`src/rtl/aps_pkg.sv`:
```
// Package of offsets, field positions, reset values and timing for the converter control block
package aps_pkg;

    // Register map, byte addresses on the 8-bit AXI4-Lite address
    localparam logic [7:0]  APS_CTRL_OFF      = 8'h00;
    localparam logic [7:0]  APS_STAT_OFF      = 8'h04;
    localparam logic [7:0]  APS_RBUF_BASE     = 8'h40;
    localparam int          APS_RBUF_DEPTH    = 16;

    // Control register fields
    localparam int          APS_CTRL_PWR_BIT   = 0;
    localparam int          APS_CTRL_RC_BIT    = 1;
    localparam int          APS_CTRL_SIDL_BIT  = 2;
    localparam int          APS_CTRL_FORM_LSB  = 4;
    localparam int          APS_CTRL_IE_BIT    = 6;
    localparam int          APS_CTRL_START_BIT = 8;

    // Status register fields
    localparam int          APS_STAT_DONE_BIT  = 0;
    localparam int          APS_STAT_BUSY_BIT  = 1;
    localparam int          APS_STAT_ACT_BIT   = 2;
    localparam int          APS_STAT_SOFF_BIT  = 3;
    localparam int          APS_STAT_SAMP_BIT  = 4;

    // Values after reset
    localparam logic [1:0]  APS_FORM_RST      = 2'h0;
    localparam logic [3:0]  APS_CNT4_RST      = 4'h0;
    localparam logic [31:0] APS_RDATA_RST     = 32'h0000_0000;

    // AXI responses
    localparam logic [1:0]  APS_RESP_OKAY     = 2'h0;
    localparam logic [1:0]  APS_RESP_SLVERR   = 2'h2;

    // Read formats of the result buffer
    typedef enum logic [1:0] {
        APS_FORM_UINT  = 2'b00,
        APS_FORM_SINT  = 2'b01,
        APS_FORM_FRAC  = 2'b10,
        APS_FORM_SFRAC = 2'b11
    } aps_form_t;

    // Timing: instruction cycle delay before an RC-clocked start
    localparam int          APS_CLK_PERIOD_NS = 100;
    localparam int          APS_INSTR_NS      = 100;
    localparam logic [4:0]  APS_START_DLY_CYC = 5'((APS_INSTR_NS + APS_CLK_PERIOD_NS - 1) / APS_CLK_PERIOD_NS);

    // Conversion clock dividers in system clocks, sequence lengths counted in conversion ticks
    localparam logic [3:0]  APS_TAD_DIV_CYC   = 4'h4;
    localparam logic [3:0]  APS_RC_DIV_CYC    = 4'h6;
    localparam logic [4:0]  APS_SAMP_TICKS    = 5'h03;
    localparam logic [4:0]  APS_CONV_TICKS    = 5'h0e;

endpackage

```
`src/rtl/aps_seq_if.sv`:
```
// Interface between the control block and its sample/convert sequencer
`timescale 1ns/100ps
interface aps_seq_if;
    logic tick;
    logic start;
    logic abort;
    logic rc_sel;
    logic busy;
    logic sampling;
    logic done_pulse;

    modport seq (input tick, input start, input abort, input rc_sel,
                 output busy, output sampling, output done_pulse);
    modport ctl (output tick, output start, output abort, output rc_sel,
                 input busy, input sampling, input done_pulse);
endinterface

```
`src/rtl/aps_adc_ctrl.sv`:
```
// Converter power, sleep, idle and result format control with an AXI4-Lite register slave
`timescale 1ns/100ps

// Function
// - Power bit 1 keeps the converter active, powered and able to convert, unless a sleep-completion shutdown has turned it off.
// - Power bit 0 turns converter digital and analog sections off.
// - Processor sleep stops converter clocks, held low, unless the RC clock is selected.
// - Sleep during a conversion not RC-clocked aborts it; no resumption afterwards.
// - Sleep entry and exit leave all converter registers unchanged.
// - RC clock keeps running in sleep; start delayed one instruction cycle.
// - Finishing a conversion sets the conversion-complete flag.
// - Sleep conversion end wakes if enabled, else turns module off, power bit kept.
// - Idle keeps converter running when stop-in-idle is 0, halts it when 1.
// - Reset restores registers, turns module off, aborts sampling and converting.
// - Reset leaves the result buffer contents untouched.
// - Result buffer is undefined after power-on until a conversion writes it.
// - Results stored in 12 bits, read as 16-bit words in four formats.
// - Bus writes to the result buffer are always right-justified integers.
// - Fractional reads put bits 11..0 on 15..4, low four bits zero.
// - Integer reads use bits 11..0; top bits sign copy or zero.
module aps_adc_ctrl (
    input  wire logic        aclk,
    input  wire logic        aresetn,
    // AXI4-Lite slave
    input  wire logic [7:0]  s_axi_awaddr,
    input  wire logic        s_axi_awvalid,
    output logic             s_axi_awready,
    input  wire logic [31:0] s_axi_wdata,
    input  wire logic [3:0]  s_axi_wstrb,
    input  wire logic        s_axi_wvalid,
    output logic             s_axi_wready,
    output logic [1:0]       s_axi_bresp,
    output logic             s_axi_bvalid,
    input  wire logic        s_axi_bready,
    input  wire logic [7:0]  s_axi_araddr,
    input  wire logic        s_axi_arvalid,
    output logic             s_axi_arready,
    output logic [31:0]      s_axi_rdata,
    output logic [1:0]       s_axi_rresp,
    output logic             s_axi_rvalid,
    input  wire logic        s_axi_rready,
    // Processor power state, same clock domain
    input  wire logic        cpu_sleep,
    input  wire logic        cpu_idle,
    // Analog converter core
    input  wire logic [11:0] core_result,
    output logic             core_power_en,
    output logic             core_clk_en,
    output logic             core_sample,
    output logic             core_convert,
    output logic             wake_req
);
    localparam int AW_IDX = $clog2(aps_pkg::APS_RBUF_DEPTH);

    typedef struct packed {
        logic              awready;
        logic              wready;
        logic              bvalid;
        logic [1:0]        bresp;
        logic              arready;
        logic              rvalid;
        logic [1:0]        rresp;
        logic [31:0]       rdata;
        logic              converter_power_on;
        logic              rc_conversion_clock_select;
        logic              stop_in_idle_select;
        logic [1:0]        form;
        logic              int_en;
        logic              done;
        logic              sleep_off;
        logic              wake;
        logic [3:0]        tad_cnt;
        logic [3:0]        rc_cnt;
        logic [AW_IDX-1:0] wr_ptr;
        logic              core_pwr;
        logic              core_clk;
        logic              core_smp;
        logic              core_cnv;
    } aps_state_t;

    aps_state_t s_q;
    aps_state_t s_d;

    // Result storage: 12 bits per word, outside reset
    logic [11:0] result_buffer [aps_pkg::APS_RBUF_DEPTH];

    aps_seq_if sqi ();

    logic              active;
    logic              clk_stop;
    logic              tad_tick;
    logic              rc_tick;
    logic              wr_fire;
    logic              rd_fire;
    logic              start_req;
    logic              aw_is_ctrl;
    logic              aw_is_stat;
    logic              aw_is_rbuf;
    logic              ar_is_ctrl;
    logic              ar_is_stat;
    logic              ar_is_rbuf;
    logic [AW_IDX-1:0] aw_idx;
    logic [AW_IDX-1:0] ar_idx;
    logic [11:0]       rbuf_old;
    logic [11:0]       rbuf_wr_val;
    logic              rbuf_bus_we;
    logic [15:0]       rd_word;

    aps_seq u_seq (
        .aclk    (aclk),
        .aresetn (aresetn),
        .sq      (sqi.seq)
    );

    aps_fmt u_fmt (
        .raw  (result_buffer[ar_idx]),
        .form (s_q.form),
        .word (rd_word)
    );

    // Address decode; low two bits are ignored, every register is one aligned word
    always_comb begin
        aw_is_ctrl = (s_axi_awaddr[7:2] == aps_pkg::APS_CTRL_OFF[7:2]);
        aw_is_stat = (s_axi_awaddr[7:2] == aps_pkg::APS_STAT_OFF[7:2]);
        aw_is_rbuf = (s_axi_awaddr[7:6] == aps_pkg::APS_RBUF_BASE[7:6]);
        ar_is_ctrl = (s_axi_araddr[7:2] == aps_pkg::APS_CTRL_OFF[7:2]);
        ar_is_stat = (s_axi_araddr[7:2] == aps_pkg::APS_STAT_OFF[7:2]);
        ar_is_rbuf = (s_axi_araddr[7:6] == aps_pkg::APS_RBUF_BASE[7:6]);
        aw_idx     = s_axi_awaddr[AW_IDX+1:2];
        ar_idx     = s_axi_araddr[AW_IDX+1:2];
    end

    // Handshakes complete in the cycle our registered ready is high
    assign wr_fire = s_q.awready & s_q.wready & s_axi_awvalid & s_axi_wvalid;
    assign rd_fire = s_q.arready & s_axi_arvalid;

    // Module state: powered unless the sleep-completion shutdown has taken it off
    assign active = s_q.converter_power_on & ~s_q.sleep_off;

    // Conversion clocks stop in sleep unless RC-clocked, and in idle when asked to
    assign clk_stop = (cpu_sleep & ~s_q.rc_conversion_clock_select)
                    | (cpu_idle & s_q.stop_in_idle_select);
    assign tad_tick = (s_q.tad_cnt == aps_pkg::APS_TAD_DIV_CYC - 4'h1);
    assign rc_tick  = (s_q.rc_cnt == aps_pkg::APS_RC_DIV_CYC - 4'h1);

    // A start request is only honoured on an active, idle converter
    assign start_req = wr_fire & aw_is_ctrl & s_axi_wstrb[1]
                     & s_axi_wdata[aps_pkg::APS_CTRL_START_BIT] & active & ~sqi.busy;

    // Sequencer steering
    assign sqi.rc_sel = s_q.rc_conversion_clock_select;
    assign sqi.start  = start_req;
    assign sqi.tick   = active & ~clk_stop
                      & (s_q.rc_conversion_clock_select ? rc_tick : tad_tick);
    assign sqi.abort  = ~active | (cpu_sleep & ~s_q.rc_conversion_clock_select);

    // Bus writes to the buffer are taken as right-justified integers, byte lanes merged
    assign rbuf_old    = result_buffer[aw_idx];
    assign rbuf_wr_val = {s_axi_wstrb[1] ? s_axi_wdata[11:8] : rbuf_old[11:8],
                          s_axi_wstrb[0] ? s_axi_wdata[7:0]  : rbuf_old[7:0]};
    assign rbuf_bus_we = wr_fire & aw_is_rbuf & ~sqi.done_pulse;

    // Buffer write port: a finished conversion has priority over a bus write
    always_ff @(posedge aclk) begin
        if (sqi.done_pulse) begin
            result_buffer[s_q.wr_ptr] <= core_result;
        end else if (rbuf_bus_we) begin
            result_buffer[aw_idx] <= rbuf_wr_val;
        end
    end

    // Next-state logic for the bus slave, control fields and converter outputs
    always_comb begin
        s_d      = s_q;
        s_d.wake = 1'b0;

        // Write channel: take address and data together, answer once both are in
        if (wr_fire) begin
            s_d.awready = 1'b0;
            s_d.wready  = 1'b0;
            s_d.bvalid  = 1'b1;
            s_d.bresp   = (aw_is_ctrl | aw_is_stat | aw_is_rbuf) ? aps_pkg::APS_RESP_OKAY
                                                                 : aps_pkg::APS_RESP_SLVERR;
        end else if (s_axi_awvalid & s_axi_wvalid & ~s_q.awready & ~s_q.bvalid) begin
            s_d.awready = 1'b1;
            s_d.wready  = 1'b1;
        end
        if (s_q.bvalid & s_axi_bready) begin
            s_d.bvalid = 1'b0;
        end

        // Read channel: data is latched at the address handshake and then held
        if (rd_fire) begin
            s_d.arready = 1'b0;
            s_d.rvalid  = 1'b1;
            s_d.rresp   = aps_pkg::APS_RESP_OKAY;
            s_d.rdata   = aps_pkg::APS_RDATA_RST;
            if (ar_is_ctrl) begin
                s_d.rdata[aps_pkg::APS_CTRL_PWR_BIT]  = s_q.converter_power_on;
                s_d.rdata[aps_pkg::APS_CTRL_RC_BIT]   = s_q.rc_conversion_clock_select;
                s_d.rdata[aps_pkg::APS_CTRL_SIDL_BIT] = s_q.stop_in_idle_select;
                s_d.rdata[aps_pkg::APS_CTRL_FORM_LSB +: 2] = s_q.form;
                s_d.rdata[aps_pkg::APS_CTRL_IE_BIT]   = s_q.int_en;
            end else if (ar_is_stat) begin
                s_d.rdata[aps_pkg::APS_STAT_DONE_BIT] = s_q.done;
                s_d.rdata[aps_pkg::APS_STAT_BUSY_BIT] = sqi.busy;
                s_d.rdata[aps_pkg::APS_STAT_ACT_BIT]  = active;
                s_d.rdata[aps_pkg::APS_STAT_SOFF_BIT] = s_q.sleep_off;
                s_d.rdata[aps_pkg::APS_STAT_SAMP_BIT] = sqi.sampling;
            end else if (ar_is_rbuf) begin
                s_d.rdata[15:0] = rd_word;
            end else begin
                s_d.rresp = aps_pkg::APS_RESP_SLVERR;
            end
        end else if (s_axi_arvalid & ~s_q.arready & ~s_q.rvalid) begin
            s_d.arready = 1'b1;
        end
        if (s_q.rvalid & s_axi_rready) begin
            s_d.rvalid = 1'b0;
        end

        // Control writes; sleep and idle never touch these fields
        if (wr_fire & aw_is_ctrl & s_axi_wstrb[0]) begin
            s_d.converter_power_on         = s_axi_wdata[aps_pkg::APS_CTRL_PWR_BIT];
            s_d.rc_conversion_clock_select = s_axi_wdata[aps_pkg::APS_CTRL_RC_BIT];
            s_d.stop_in_idle_select        = s_axi_wdata[aps_pkg::APS_CTRL_SIDL_BIT];
            s_d.form                       = s_axi_wdata[aps_pkg::APS_CTRL_FORM_LSB +: 2];
            s_d.int_en                     = s_axi_wdata[aps_pkg::APS_CTRL_IE_BIT];
        end

        // A control write or a cleared power bit revives the module after a sleep shutdown
        if ((wr_fire & aw_is_ctrl) | ~s_q.converter_power_on) begin
            s_d.sleep_off = 1'b0;
        end

        // Done flag: write one to clear
        if (wr_fire & aw_is_stat & s_axi_wstrb[0] & s_axi_wdata[aps_pkg::APS_STAT_DONE_BIT]) begin
            s_d.done = 1'b0;
        end

        // Completion comes after the clears so a same-cycle event is never lost
        if (sqi.done_pulse) begin
            s_d.done   = 1'b1;
            s_d.wr_ptr = s_q.wr_ptr + 1'b1;
            if (cpu_sleep) begin
                if (s_q.int_en) begin
                    s_d.wake = 1'b1;
                end else begin
                    s_d.sleep_off = 1'b1;
                end
            end
        end

        // Conversion clock dividers clear to zero while their clock is stopped or not selected
        if (active & ~clk_stop & ~s_q.rc_conversion_clock_select) begin
            s_d.tad_cnt = tad_tick ? aps_pkg::APS_CNT4_RST : s_q.tad_cnt + 4'h1;
        end else begin
            s_d.tad_cnt = aps_pkg::APS_CNT4_RST;
        end
        if (active & ~clk_stop & s_q.rc_conversion_clock_select) begin
            s_d.rc_cnt = rc_tick ? aps_pkg::APS_CNT4_RST : s_q.rc_cnt + 4'h1;
        end else begin
            s_d.rc_cnt = aps_pkg::APS_CNT4_RST;
        end

        // Analog side: power follows the active state, clock gate held low when stopped
        s_d.core_pwr = active;
        s_d.core_clk = active & ~clk_stop;
        s_d.core_smp = sqi.sampling & ~sqi.abort;
        s_d.core_cnv = sqi.busy & ~sqi.sampling & ~sqi.abort;
    end

    // One register for all state; the result buffer is kept out of reset
    always_ff @(posedge aclk) begin
        if (!aresetn) begin
            s_q.awready                    <= 1'b0;
            s_q.wready                     <= 1'b0;
            s_q.bvalid                     <= 1'b0;
            s_q.bresp                      <= aps_pkg::APS_RESP_OKAY;
            s_q.arready                    <= 1'b0;
            s_q.rvalid                     <= 1'b0;
            s_q.rresp                      <= aps_pkg::APS_RESP_OKAY;
            s_q.rdata                      <= aps_pkg::APS_RDATA_RST;
            s_q.converter_power_on         <= 1'b0;
            s_q.rc_conversion_clock_select <= 1'b0;
            s_q.stop_in_idle_select        <= 1'b0;
            s_q.form                       <= aps_pkg::APS_FORM_RST;
            s_q.int_en                     <= 1'b0;
            s_q.done                       <= 1'b0;
            s_q.sleep_off                  <= 1'b0;
            s_q.wake                       <= 1'b0;
            s_q.tad_cnt                    <= aps_pkg::APS_CNT4_RST;
            s_q.rc_cnt                     <= aps_pkg::APS_CNT4_RST;
            s_q.wr_ptr                     <= '0;
            s_q.core_pwr                   <= 1'b0;
            s_q.core_clk                   <= 1'b0;
            s_q.core_smp                   <= 1'b0;
            s_q.core_cnv                   <= 1'b0;
        end else begin
            s_q <= s_d;
        end
    end

    // Outputs straight from the state register
    assign s_axi_awready = s_q.awready;
    assign s_axi_wready  = s_q.wready;
    assign s_axi_bvalid  = s_q.bvalid;
    assign s_axi_bresp   = s_q.bresp;
    assign s_axi_arready = s_q.arready;
    assign s_axi_rvalid  = s_q.rvalid;
    assign s_axi_rresp   = s_q.rresp;
    assign s_axi_rdata   = s_q.rdata;
    assign core_power_en = s_q.core_pwr;
    assign core_clk_en   = s_q.core_clk;
    assign core_sample   = s_q.core_smp;
    assign core_convert  = s_q.core_cnv;
    assign wake_req      = s_q.wake;
endmodule

```
`src/rtl/aps_fmt.sv`:
```
// Result word formatter: 12-bit stored value to 16-bit bus word
`timescale 1ns/100ps
module aps_fmt (
    input  wire logic [11:0] raw,
    input  wire logic [1:0]  form,
    output logic      [15:0] word
);
    // Fractional forms left-justify, integer forms right-justify
    always_comb begin
        case (aps_pkg::aps_form_t'(form))
            aps_pkg::APS_FORM_UINT:  word = {4'h0, raw};
            aps_pkg::APS_FORM_SINT:  word = {{4{raw[11]}}, raw};
            aps_pkg::APS_FORM_FRAC:  word = {raw, 4'h0};
            aps_pkg::APS_FORM_SFRAC: word = {raw, 4'h0};
            default:                 word = {4'h0, raw};
        endcase
    end
endmodule

```
`src/rtl/aps_seq.sv`:
```
// Sample and convert sequencer, stepped by conversion clock ticks except the RC start delay, counted in system clocks
`timescale 1ns/100ps
module aps_seq (
    input  wire logic aclk,
    input  wire logic aresetn,
    aps_seq_if.seq    sq
);
    typedef enum logic [1:0] {
        APS_SQ_IDLE  = 2'b00,
        APS_SQ_DELAY = 2'b01,
        APS_SQ_SAMP  = 2'b10,
        APS_SQ_CONV  = 2'b11
    } aps_sq_state_t;

    typedef struct packed {
        aps_sq_state_t st;
        logic [4:0]    cnt;
        logic          done;
    } aps_sq_t;

    aps_sq_t s_q;
    aps_sq_t s_d;

    // Abort beats everything; partial conversions are never resumed
    always_comb begin
        s_d      = s_q;
        s_d.done = 1'b0;
        if (sq.abort) begin
            s_d.st  = APS_SQ_IDLE;
            s_d.cnt = 5'h00;
        end else begin
            case (s_q.st)
                APS_SQ_IDLE: begin
                    if (sq.start) begin
                        s_d.cnt = 5'h00;
                        s_d.st  = sq.rc_sel ? APS_SQ_DELAY : APS_SQ_SAMP;
                    end
                end
                // Counted in system clocks so the sleep entry lands before sampling
                APS_SQ_DELAY: begin
                    if (s_q.cnt == aps_pkg::APS_START_DLY_CYC - 5'h01) begin
                        s_d.cnt = 5'h00;
                        s_d.st  = APS_SQ_SAMP;
                    end else begin
                        s_d.cnt = s_q.cnt + 5'h01;
                    end
                end
                APS_SQ_SAMP: begin
                    if (sq.tick) begin
                        if (s_q.cnt == aps_pkg::APS_SAMP_TICKS - 5'h01) begin
                            s_d.cnt = 5'h00;
                            s_d.st  = APS_SQ_CONV;
                        end else begin
                            s_d.cnt = s_q.cnt + 5'h01;
                        end
                    end
                end
                APS_SQ_CONV: begin
                    if (sq.tick) begin
                        if (s_q.cnt == aps_pkg::APS_CONV_TICKS - 5'h01) begin
                            s_d.cnt  = 5'h00;
                            s_d.st   = APS_SQ_IDLE;
                            s_d.done = 1'b1;
                        end else begin
                            s_d.cnt = s_q.cnt + 5'h01;
                        end
                    end
                end
                default: begin
                    s_d.st  = APS_SQ_IDLE;
                    s_d.cnt = 5'h00;
                end
            endcase
        end
    end

    always_ff @(posedge aclk) begin
        if (!aresetn) begin
            s_q <= '{st: APS_SQ_IDLE, cnt: 5'h00, done: 1'b0};
        end else begin
            s_q <= s_d;
        end
    end

    assign sq.busy       = (s_q.st != APS_SQ_IDLE);
    assign sq.sampling   = (s_q.st == APS_SQ_SAMP);
    assign sq.done_pulse = s_q.done;
endmodule

```
`config.mk`:
```
export PLATFORM = sky130hd
export DESIGN_NAME = aps_adc_ctrl
export DESIGN_NICKNAME = d
export VERILOG_FILES = /design/src/rtl/aps_pkg.sv /design/src/rtl/aps_seq_if.sv /design/src/rtl/aps_adc_ctrl.sv /design/src/rtl/aps_fmt.sv /design/src/rtl/aps_seq.sv
export SDC_FILE = /design/constraint.sdc
export NUM_CORES = 1
export LEC_CHECK = 0
export ABC_AREA = 1
export BUFFER_PORTS_ARGS = -buffer_cell sky130_fd_sc_hd__buf_2
export CORE_ASPECT_RATIO = 1.75
export CORE_MARGIN = 3
export CORE_UTILIZATION = 42
export DETAILED_ROUTE_END_ITERATION = 12
export PLACE_DENSITY = 0.67
export REMOVE_ABC_BUFFERS = 1
export SLEW_MARGIN = 20
export SYNTH_ARGS = -nofsm -noshare
export SYNTH_HDL_FRONTEND = slang
export SYNTH_SLANG_ARGS = --single-unit
```
`constraint.sdc`:
```
create_clock -name aclk -period 5.1 [get_ports aclk]
set_clock_uncertainty 0.2 [all_clocks]
set_input_delay 0.765 -clock aclk [delete_from_list [all_inputs] [get_ports aclk]]
set_output_delay 0.765 -clock aclk [all_outputs]
set_load 0.02 [all_outputs]
```
==> results.rst, run 1 <==
.. list-table::
   :header-rows: 1

   * - Metric
     - Value
   * - Endpoint kind of the worst setup timing path
     - flip-flop
   * - Hold Fails Final Rpt
     - 0
   * - Post-CTS Hold Buffers
     - 0
   * - Effective utilization at floorplan
     - 42.8%
   * - CTS tree
     - built
   * - Worst min-delay path endpoint
     - s_axi_bvalid
   * - DR vias
     - 7754
   * - Placeable core region
     - 0.0261 sq mm
   * - Run status
     - finished clean
   * - Antenna Cells
     - 0
   * - Antenna violations before repair
     - 0
   * - Number of clock sinks
     - 247
   * - Power density of the placed cells
     - 330 mW/mm^2
   * - Post-synthesis sequential area ratio
     - 61.6%
   * - Horizontal die dimension
     - 129 um
   * - Maximum VDD drop
     - 0.269 mV
   * - Synthesis warning total
     - 0
   * - Row count
     - 78
   * - Clock transition at the registers of the reported paths
     - 70 ps
   * - Final setup viols
     - 0
   * - Post-synthesis cell count
     - 1177
   * - Number of distinct library cells after synthesis
     - 38
   * - Clock latency on the worst-skew pair
     - 510 ps
   * - Synth Register Bits
     - 247
   * - Actual slew at the worst max-slew pin
     - 1030 ps
   * - Detailed-route DRC error count
     - 0
   * - Class of the tightest hold or removal check
     - primary input to flip-flop
   * - Setup repair after global routing missed its margin
     - no
   * - Final weighted congestion of routability-driven global placement
     - 0.897
   * - Root Buffer
     - clkbuf_16
   * - GRT Residual Overflow
     - 0
   * - Fraction of the cycle the final worst path needs
     - 64.3%
   * - Max Clock Freq
     - 305 MHz
   * - Boundary pin count
     - 119
   * - Fraction of layout instances using a drive strength above 1
     - 12.1%
   * - Die outline height
     - 222 um
   * - WP data arrival
     - 3210 ps
   * - Critical register-to-register path startpoint
     - s_axi_wready
   * - Maximum number of pins on one net before global-route repair
     - 70
   * - Total design power
     - 0.00406 W
   * - P_leak
     - 5.05 nW
   * - Total length of routed wires
     - 25700 um
   * - Number of iterations in the first detailed-routing pass
     - 5
   * - Number of nets in the finished design
     - 1305
   * - Post-synthesis cell area
     - 0.0112 sq mm
   * - Number of H-tree branching levels
     - 1
   * - Number of gates given a new drive strength after cts
     - 0
   * - Via count of the first global-routing pass
     - 7636
   * - Aggregate global-route resource usage
     - 18.3%
   * - Drt first-iter violations
     - 406
   * - Start point of the worst hold path
     - s_axi_bready
   * - Max-cap violations
     - 0
   * - Number of buffers between clock root and the deepest sink
     - 3
   * - Post-route setup TNS
     - 0 ps
   * - Final routed wire length divided by cell count
     - 16.6 um
   * - Number of buffers created by CTS
     - 20
   * - Remaining antenna violation count after routing
     - 0
   * - Avg Synthesized Cell Area
     - 9.48 sq um
   * - Worst Setup Path Type
     - primary input to flip-flop
   * - Total setup buffers inserted after CTS
     - 0
   * - Max-slew violation total from the final report
     - 0
   * - Worst flop-to-flop path endpoint
     - result_buffer[14][1]
   * - Worst setup SP type
     - primary input
   * - Area of the die
     - 0.0286 sq mm
   * - Normalized max-slew margin
     - 31.1%
   * - Reg-to-reg slack, setup
     - 1920 ps
   * - Path depth of the worst reg2reg path
     - 8
   * - Worst EP required
     - 5030 ps
   * - Global-route wire length before repair
     - 40100 um
   * - Total half-perimeter wirelength after legalization and detailed placement
     - 18600 um
   * - # port buffers
     - 74
   * - Maximum fanout along the worst path
     - 21
   * - Synth-to-layout area growth
     - 10.2%
   * - WHS Path Cells
     - 2
   * - Per-cell via count in the routed design
     - 4.99
   * - Final critical-path required period
     - 3280 ps
[layout by cell type, fill, tap and decap left out, drive strengths merged, types with 2 or more instances in the layout]
master and count:
a21oi 42, buf 84, clkbuf 28, clkinv 4
conb 18, dfxtp 55, edfxtp 192, ha 12
inv 126, mux2 11, nand2 371, nand3 93
nand3b 5, nand4 10, nor2 113, nor3 7
o211ai 2, o21ai 45, xor2 5
[cells in the mapped netlist]
cell type,number,area (sq um)
a21oi_1,42,210
nand2_1,370,1390
dfxtp_1,55,1100
inv_2,3,11.3
nor2_4,3,33.8
a31oi_1,1,6.26
o21bai_1,1,7.51
edfxtp_1,192,5770
conb_1,1,3.75
ha_1,12,150
nor4_1,1,6.26
xor2_1,5,43.8
nor2_2,5,31.3
clkbuf_1,14,52.6
nor4b_1,1,8.76
o21ai_1,7,35.0
nor3_4,1,16.3
buf_6,2,22.5
o21ai_2,3,26.3
buf_1,1,3.75
inv_1,121,454
a32o_1,1,10.0
nor2_1,105,394
nand2_2,1,6.26
nand3_1,92,460
buf_2,21,105
nor3_1,6,30.0
or2_2,1,6.26
mux2_2,11,124
xnor2_1,1,8.76
nand3_2,1,10.0
a22o_1,1,8.76
o21a_1,1,7.51
o211ai_1,2,15.0
buf_4,42,315
nand4_1,10,62.6
o21ai_0,35,175
nand3b_1,5,37.5
[per-layer routing]
metal,up-vias,GRT usage (%),wire (um)
li1,3855,-,-
met1,3609,18.7,9130
met2,217,34.8,14300
met5,-,0,0
met4,0,10.4,1290
met3,73,1.86,974
[worst max-delay path, stage by stage]
cell and delay [ps]:
buf_2 130, o21ai_2 800, nand2_1 100, o21ai_1 200, inv_1 110, nor2_1 270
nand2_1 120, nor2_1 700
[flip-flops by register name, indices dropped and copies added, names as in the netlist, 7 cells and up]
register,count
result_buffer,192
s_q,19
s_axi_rdata,16
u_seq.s_q,7
[cell families (layout without fill, tap and decap cells)]
family | after synthesis | count (layout) | share of synthesized area [%]
DFF | 247 | 247 | 61.6
buffers and inverters | 204 | 244 | 8.65
xor gates and xnor gates | 6 | 6 | 0.471
adders and majority gates | 12 | 12 | 1.35
AOI/OAI and AO/OA | 94 | 94 | 4.50
muxes | 11 | 11 | 1.11
and+or+nand+nor | 602 | 602 | 22.3
other | 1 | 18 | 0.0336
[how the worst max path moves through the flow]
stage	slack, ps	endpoint	startpoint
CTS	1790	result_buffer[14][3]	s_axi_wstrb[0]
detailed placement	1260	result_buffer[14][1]	s_axi_wstrb[0]
global route	1610	result_buffer[0][1]	s_axi_wstrb[0]
floorplan	2210	result_buffer[10][0]	s_axi_wstrb[0]
finish	1820	result_buffer[14][1]	s_axi_wstrb[0]
global placement	1340	result_buffer[0][5]	s_axi_wstrb[0]
[per-stage QoR]
step | cells | utilization, % | area [sq um] | setup slack [ps] | hold slack (ps)
after floorplan | 1114 | - | 10700 | 2210 | 218
after global placement | 1518 | 44.4 | 11600 | 1340 | 236
after detailed placement | 1518 | 44.4 | 11600 | 1260 | 238
after CTS | 1554 | 47.2 | 12300 | 1790 | 212
after global routing | 1554 | 47.2 | 12300 | 1610 | 226
final | 1554 | 47.2 | 12300 | 1820 | 228
[cell type report]
class | instances | area [sq um]
well taps | 320 | 400
flip-flops and latches | 247 | 6870
fillers | 2321 | 13800
repair buffers | 84 | 445
clock inverters | 8 | 68.8
clock buffers | 28 | 657
multi-input cells | 743 | 3390
inverters | 124 | 465
[where the power goes]
part	switching (W)	internal, W	leakage [nW]
Clock	0.000680	0.000958	0.360
Sequential	0.00000359	0.00217	2.17
Combinational	0.000180	0.0000669	2.52
No activity file was read; power rests on OpenSTA's default activity.
==> inputs of run 2 (changes only) <==
Settings changed: PLACE_DENSITY 0.67 to 0.7.
Clock period 5.1 ns to 2.6 ns, I/O delays scaled along.
==> run 2 against run 1 <==
Against the previous run: clock power is 110% higher; highest routed layer unchanged; final cell count grew 3.5%; critical path depth rose by 1; critical endpoint is now result_buffer[7][5]; global-route usage is 0.52 points higher; cell area up 3.8%; critical path type is now flip-flop to flip-flop.
==> results.rst, run 2 (synthesis gave the netlist of run 1 again) <==
.. list-table::
   :header-rows: 1

   * - Metric
     - Value
   * - Final critical-path required period
     - 2440 ps
   * - Clock transition at the registers of the reported paths
     - 70 ps (about the same)
   * - Detailed-route DRC error count
     - 0 (unchanged)
   * - Maximum VDD drop
     - 0.619 mV (+130%)
   * - Worst Setup Path Type
     - flip-flop to flip-flop
   * - Number of buffer and inverter instances along the worst setup path
     - 2 (unchanged)
   * - Maximum fanout along the worst path
     - 10 (-52%)
   * - Flip-flop count of the largest register after layout
     - 192 (unchanged)
   * - GRT Residual Overflow
     - 0 (unchanged)
   * - Commonest non-fill, non-tap cell in the layout
     - nand2_1
   * - Worst setup SP type
     - flip-flop
   * - Drt first-iter violations
     - 529 (+30%)
   * - Number of buffers created by CTS
     - 21 (+5.0%)
   * - Number of nets in the finished design
     - 1359 (+4.1%)
   * - Max Clock Freq
     - 410 MHz
   * - Effective utilization at floorplan
     - 42.8% (unchanged)
   * - Final weighted congestion of routability-driven global placement
     - 0.951 (+6.1%)
   * - Number of clock sinks
     - 247 (unchanged)
   * - Synth-to-layout area growth
     - 14.4%
   * - Net Sw Power
     - 0.00178 W (+110%)
   * - Total half-perimeter wirelength after legalization and detailed placement
     - 19400 um (+4.4%)
   * - Number of buffers between clock root and the deepest sink
     - 3 (unchanged)
   * - Endpoint kind of the worst setup timing path
     - flip-flop
   * - Remaining antenna violation count after routing
     - 0 (unchanged)
   * - Top reg by flops
     - result_buffer
   * - Boundary pin count
     - 119 (unchanged)
   * - DR vias
     - 8140 (+5.0%)
   * - Worst EP required
     - 2610 ps (-2420 ps)
   * - Total setup buffers inserted after CTS
     - 0 (unchanged)
   * - Critical path's largest stage delay
     - 390 ps (-410 ps)
   * - Fraction of power spent switching nets
     - 21.6% (+0.32 points)
   * - Root Buffer
     - clkbuf_16
   * - Max-cap violations
     - 0 (unchanged)
   * - Total length of routed wires
     - 27000 um (+5.1%)
   * - Final routed wire length divided by cell count
     - 16.8 um (+1.6%)
   * - Actual slew at the worst max-slew pin
     - 1130 ps (+100 ps)
   * - Non-filler instance count after layout
     - 1608 (+3.5%)
   * - Post-route setup TNS
     - 0 ps (unchanged)
   * - Run status
     - finished clean
   * - P_leak
     - 5.33 nW (+5.6%)
   * - Aggregate global-route resource usage
     - 18.8% (+0.52 points)
   * - Fraction of layout instances using a drive strength above 1
     - 15.1% (+3.0 points)
   * - CTS tree
     - built
   * - Antenna violations before repair
     - 1 (+1)
   * - Comb pwr share
     - 6.4% (+0.3 points)
   * - Number of iterations in the first detailed-routing pass
     - 7 (+2)
   * - Via count of the first global-routing pass
     - 7934 (+3.9%)
   * - Placeable core region
     - 0.0261 sq mm (unchanged)
   * - Global-route wire length before repair
     - 41900 um (+4.4%)
   * - Row count
     - 78 (unchanged)
   * - Area of the die
     - 0.0286 sq mm (unchanged)
   * - Hold Fails Final Rpt
     - 0 (unchanged)
   * - Per-cell via count in the routed design
     - 5.06 (+1.5%)
   * - Internal power
     - 0.00644 W (+100%)
   * - Fraction of the cycle the final worst path needs
     - 93.9%
   * - Share of total power in sequential cells
     - 51.9% (-1.6 points)
   * - Final setup viols
     - 0 (unchanged)
   * - Relative contribution of the clock network to total power
     - 41.7% (+1.3 points)
   * - Placed standard-cell area
     - 0.0119 sq mm (+3.2%)
   * - Power density of the placed cells
     - 643 mW/mm^2 (+95%)
   * - Cell total after placement
     - 1563 (+3.0%)
   * - Normalized max-slew margin
     - 24.6% (-6.4 points)
   * - Antenna Cells
     - 0 (unchanged)
   * - Horizontal die dimension
     - 129 um (unchanged)
   * - Series of cell instances along the critical path
     - nand3_2 -> nor3_4 -> o21ai_2 -> o21ai_1 -> inv_1 -> nor2_2 -> nand2_1 -> nor2_1 -> buf_4
   * - Cell type group with the largest total delay on the critical path
     - simple AND/OR/NAND/NOR gates
   * - Final design instance area without fill
     - 0.0128 sq mm (+3.8%)
   * - Slowest-stage cell, CP
     - dfxtp_1
   * - Maximum number of pins on one net before global-route repair
     - 51 (-27%)
   * - Setup repair after global routing missed its margin
     - no
   * - Max-slew violation total from the final report
     - 0 (unchanged)
   * - # port buffers
     - 74 (unchanged)
   * - Class of the tightest hold or removal check
     - primary input to flip-flop
   * - WP data arrival
     - 2450 ps (-760 ps)
   * - Most used cells in the layout excluding fill and tap cells
     - 370 x nand2_1, 192 x edfxtp_1, 121 x inv_1
   * - Number of H-tree branching levels
     - 1 (unchanged)
   * - Die outline height
     - 222 um (unchanged)
   * - Clock latency on the worst-skew pair
     - 510 ps (about the same)
run 2: area by class of cell:
class / count / area, sq um
clock buffers: 24 / 547
clock inverters: 13 / 205
fillers: 2307 / 13300
inverters: 124 / 465
multi-input cells: 743 / 3390
flip-flops and latches: 247 / 6870
well taps: 320 / 400
repair buffers: 137 / 886
run 2: timing repair:
| item | in CTS | in global routing |
|---|---|---|
| resized for setup | 0 | 1 |
| hold buffers | 7 | 0 |
| endpoints found under the setup margin | 0 | 48 |
| endpoints found under the hold margin | 8 | 0 |
run 2: per-stage QoR:
step | util, % | hold WS, ps | setup WS, ps | power [W]
finish | 49.0 | 25.6 | 158 | 0.00821
global placement | 45.8 | 234 | 76.0 | 0.00486
floorplan | - | 218 | -142 | 0.00462
global route | 49.0 | 37.5 | 8.10 | 0.00843
detailed placement | 45.8 | 238 | -5.17 | 0.00487
CTS | 48.9 | 14.0 | 151 | 0.00825
run 2: routing by layer:
metal / track usage, % / routed length (um) / up-vias
li1: - / - / 3977
met1: 19.1 / 9400 / 3828
met2: 35.5 / 14800 / 251
met3: 1.98 / 1120 / 84
met4: 11.5 / 1770 / 0
met5: 0 / 0 / -
run 2: worst paths after layout:
check	from	endpoint	slack (ps)	cells past startpoint
setup / recovery	s_axi_wready	result_buffer[7][5]	160	9
hold / removal	s_axi_arvalid	s_axi_arready	30	3
setup reg to reg	s_axi_wready	result_buffer[7][5]	160	9
hold reg to reg	s_axi_rdata[12]	s_axi_rdata[12]	250	2
run 2: power groups by stage:
stage                     logic [W]  registers [W]  clock network [W]
final                      0.000527        0.00426            0.00342
after detailed placement   0.000515        0.00435                  0
after global placement     0.000505        0.00435                  0
after global routing       0.000580        0.00426            0.00359
after floorplan            0.000253        0.00436                  0
after CTS                  0.000527        0.00426            0.00346
run 2: worst reg2reg max path, cell delays in order (launching register included):
cell and delay, ps:
dfxtp_1 390, nand3_2 130, nor3_4 180, o21ai_2 180, o21ai_1 300, inv_1 130
nor2_2 190, nand2_1 140, nor2_1 120, buf_4 200
==> inputs of run 3 (changes only) <==
Settings changed: CORE_UTILIZATION 42 to 53, PLACE_DENSITY 0.7 to 0.83, SLEW_MARGIN 20 to 30.
==> run 3 against run 2 <==
Against the previous run: critical path depth grew 1; sequential power is essentially flat; clock-buffer cell count grew 4; core utilization grew 12 points; sequential cell count is the same; hold slack lost 8.7 ps; maximum frequency shrank 2.5%; critical path type unchanged.
==> results.rst, run 3 (synthesis gave the netlist of run 1 again) <==
.. list-table::
   :header-rows: 1

   * - Metric
     - Value
   * - Placeable core region
     - 0.0205 sq mm (-21%)
   * - Slowest-stage cell, CP
     - dfxtp_1
   * - Clock transition at the registers of the reported paths
     - 70 ps (about the same)
   * - Boundary pin count
     - 119 (unchanged)
   * - Maximum number of pins on one net before global-route repair
     - 42 (-18%)
   * - Relative contribution of the clock network to total power
     - 40.7% (-1.0 points)
   * - Endpoint kind of the worst setup timing path
     - flip-flop
   * - Via count of the first global-routing pass
     - 8284 (+4.4%)
   * - Fill cells
     - 1469 (-36%)
   * - Normalized max-slew margin
     - 42.0% (+17 points)
   * - Library cell appearing most often on the critical path
     - buf_4
   * - Antenna violations before repair
     - 0 (-1)
   * - Aggregate global-route resource usage
     - 23.4% (+4.7 points)
   * - Critical path's largest stage delay
     - 380 ps (about the same)
   * - Clock latency on the worst-skew pair
     - 500 ps (about the same)
   * - Net Sw Power
     - 0.00171 W (-3.6%)
   * - Fraction of power spent switching nets
     - 21.2% (-0.43 points)
   * - Synth-to-layout area growth
     - 12.4%
   * - Area of the die
     - 0.0229 sq mm (-20%)
   * - Number of H-tree branching levels
     - 1 (unchanged)
   * - Power density of the placed cells
     - 644 mW/mm^2 (+0.14%)
   * - Top reg by flops
     - result_buffer
   * - Total design power
     - 0.00808 W (-1.7%)
   * - Max Clock Freq
     - 399 MHz (-2.5%)
   * - Post-place setup slack
     - -41.7 ps (-36.6 ps)
   * - Fraction of the cycle the final worst path needs
     - 96.4% (+2.5 points)
   * - Class of the tightest hold or removal check
     - primary input to flip-flop
   * - Internal power
     - 0.00636 W (-1.1%)
   * - Row count
     - 69 (-12%)
   * - WP data arrival
     - 2500 ps (+50 ps)
   * - Remaining antenna violation count after routing
     - 0 (unchanged)
   * - Worst EP required
     - 2600 ps (about the same)
   * - Final worst hold slack
     - 16.9 ps (-8.71 ps)
   * - Die outline height
     - 198 um (-11%)
   * - Global-route wire length before repair
     - 41500 um (-0.86%)
   * - Number of buffers between clock root and the deepest sink
     - 3 (unchanged)
   * - Final design instance area without fill
     - 0.0125 sq mm (-1.8%)
   * - Worst setup SP type
     - flip-flop
   * - DR vias
     - 8365 (+2.8%)
   * - Path depth of the worst reg2reg path
     - 10 (+1)
   * - Reg-to-reg slack, setup
     - 90 ps (-60 ps)
   * - Number of nets in the finished design
     - 1343 (-1.2%)
   * - Maximum fanout along the worst path
     - 8 (-2)
   * - Worst Setup Path Type
     - flip-flop to flip-flop
   * - Run status
     - finished clean
   * - Worst flop-to-flop path endpoint
     - result_buffer[13][4]
   * - Number of clock sinks
     - 247 (unchanged)
   * - Critical register-to-register path startpoint
     - s_axi_wready
   * - CTS tree
     - built
   * - Most used cells in the layout excluding fill and tap cells
     - 370 x nand2_1, 192 x edfxtp_1, 121 x inv_1
   * - Hold Fails Final Rpt
     - 0 (unchanged)
   * - Drt first-iter violations
     - 779 (+47%)
   * - Series of cell instances along the critical path
     - nand3_2 -> nor3_4 -> o21ai_4 -> buf_4 -> o21ai_2 -> inv_1 -> nor2_2 -> nand2_1 -> nor2_1 -> buf_4
   * - Commonest non-fill, non-tap cell in the layout
     - nand2_1
   * - Detailed-route DRC error count
     - 0 (unchanged)
   * - Antenna Cells
     - 0 (unchanged)
   * - Final weighted congestion of routability-driven global placement
     - 0.888 (-6.7%)
   * - Per-cell via count in the routed design
     - 5.50 (+8.7%)
   * - Maximum VDD drop
     - 0.584 mV (-5.7%)
   * - Fraction of layout instances using a drive strength above 1
     - 14.1% (-0.99 points)
   * - Root Buffer
     - clkbuf_16
   * - Max-cap violations
     - 0 (unchanged)
   * - Placed standard-cell area
     - 0.0117 sq mm (-1.6%)
   * - Horizontal die dimension
     - 116 um (-10%)
   * - Capturing instance or port of the critical path
     - result_buffer[13][4]
   * - Total length of routed wires
     - 26500 um (-2.0%)
   * - Actual slew at the worst max-slew pin
     - 868 ps (-262 ps)
   * - Max-slew violation total from the final report
     - 0 (unchanged)
   * - Total half-perimeter wirelength after legalization and detailed placement
     - 18300 um (-5.6%)
   * - Number of buffers created by CTS
     - 21 (unchanged)
   * - # port buffers
     - 74 (unchanged)
   * - Beginning of the critical path
     - s_axi_wready
   * - Final setup viols
     - 0 (unchanged)
   * - Comb pwr share
     - 6.5% (about the same)
   * - Number of iterations in the first detailed-routing pass
     - 6 (-1)
   * - Final critical-path required period
     - 2510 ps (+63.8 ps)
   * - Setup slack after layout
     - 94.5 ps (-63.8 ps)
   * - GRT Residual Overflow
     - 0 (unchanged)
   * - Util after Layout
     - 61.3% (+12 points)
   * - Final routed wire length divided by cell count
     - 17.4 um (+3.6%)
   * - Effective utilization at floorplan
     - 54.5% (+12 points)
   * - Share of total power in sequential cells
     - 52.8% (+0.9 points)
   * - P_leak
     - 5.25 nW (-1.6%)
   * - Flip-flop count of the largest register after layout
     - 192 (unchanged)
## run 3: cell count changes in the layout (fill, tap and decap cells not counted), sizes merged
cell	before	now
buf	129	116
clkbuf	25	28
bufinv	5	3
dlygate4sd3	7	5
clkinv	7	6
clkinvlp	1	0
## run 3: how the worst min path moves through the flow
stage                               start         endpoint  depth (start not counted)
after global placement            s_q[12]          s_q[12]                          1
after detailed placement  s_axi_rdata[11]  s_axi_rdata[11]                          2
after floorplan                   s_q[12]          s_q[12]                          1
after global routing             cpu_idle      core_clk_en                          4
final                      s_axi_wdata[1]       sqi.rc_sel                          3
after CTS                  s_axi_wdata[1]       sqi.rc_sel                          3
## run 3: power by group through the flow
stage	Clock (W)	Combinational [W]	Sequential [W]
2_1_floorplan	0	0.000253	0.00436
3_3_place_gp	0	0.000490	0.00435
3_5_place_dp	0	0.000502	0.00435
4_1_cts	0.00330	0.000515	0.00426
5_1_grt	0.00348	0.000574	0.00426
6_report	0.00329	0.000523	0.00426
## run 3: cell type report
| class | instances | area (sq um) | area share (%) |
|---|---|---|---|
| Tap cell | 248 | 310 | 2.48 |
| Timing Repair Buffer | 121 | 748 | 5.97 |
| Sequential cell | 247 | 6870 | 54.8 |
| Clock inverter | 9 | 115 | 0.918 |
| Inverter | 124 | 465 | 3.71 |
| Clock buffer | 28 | 614 | 4.90 |
| Multi-Input combinational cell | 743 | 3410 | 27.2 |
## run 3: timing repair
| item | in CTS | in global routing |
|---|---|---|
| endpoints found under the setup margin | 0 | 40 |
| setup buffers | 0 | 0 |
| hold buffers | 5 | 0 |
| gates resized for setup | 0 | 4 |
| endpoints found under the hold margin | 6 | 0 |
## run 3: layer usage
layer,vias up,wire length (um),global-route usage [%]
met5,-,0,0
met4,0,1760,14.0
met3,114,1790,2.91
met2,434,14300,44.1
met1,3878,8630,24.2
li1,3939,-,-
## run 3: metrics by stage
| step | cells | setup TNS [ps] |
|---|---|---|
| floorplan | 1114 | -12610 |
| global placement | 1478 | 0 |
| detailed placement | 1478 | -515 |
| CTS | 1520 | 0 |
| global route | 1520 | -114 |
| finish | 1520 | 0 |
## run 3: critical path, delay by kind of cell (launching register included)
family                 cells  cell delay (ps)
flip-flops                 1              380
AO/OA/AOI/OAI              2              300
AND/OR/NAND/NOR            5              820
buffers and inverters      3              520
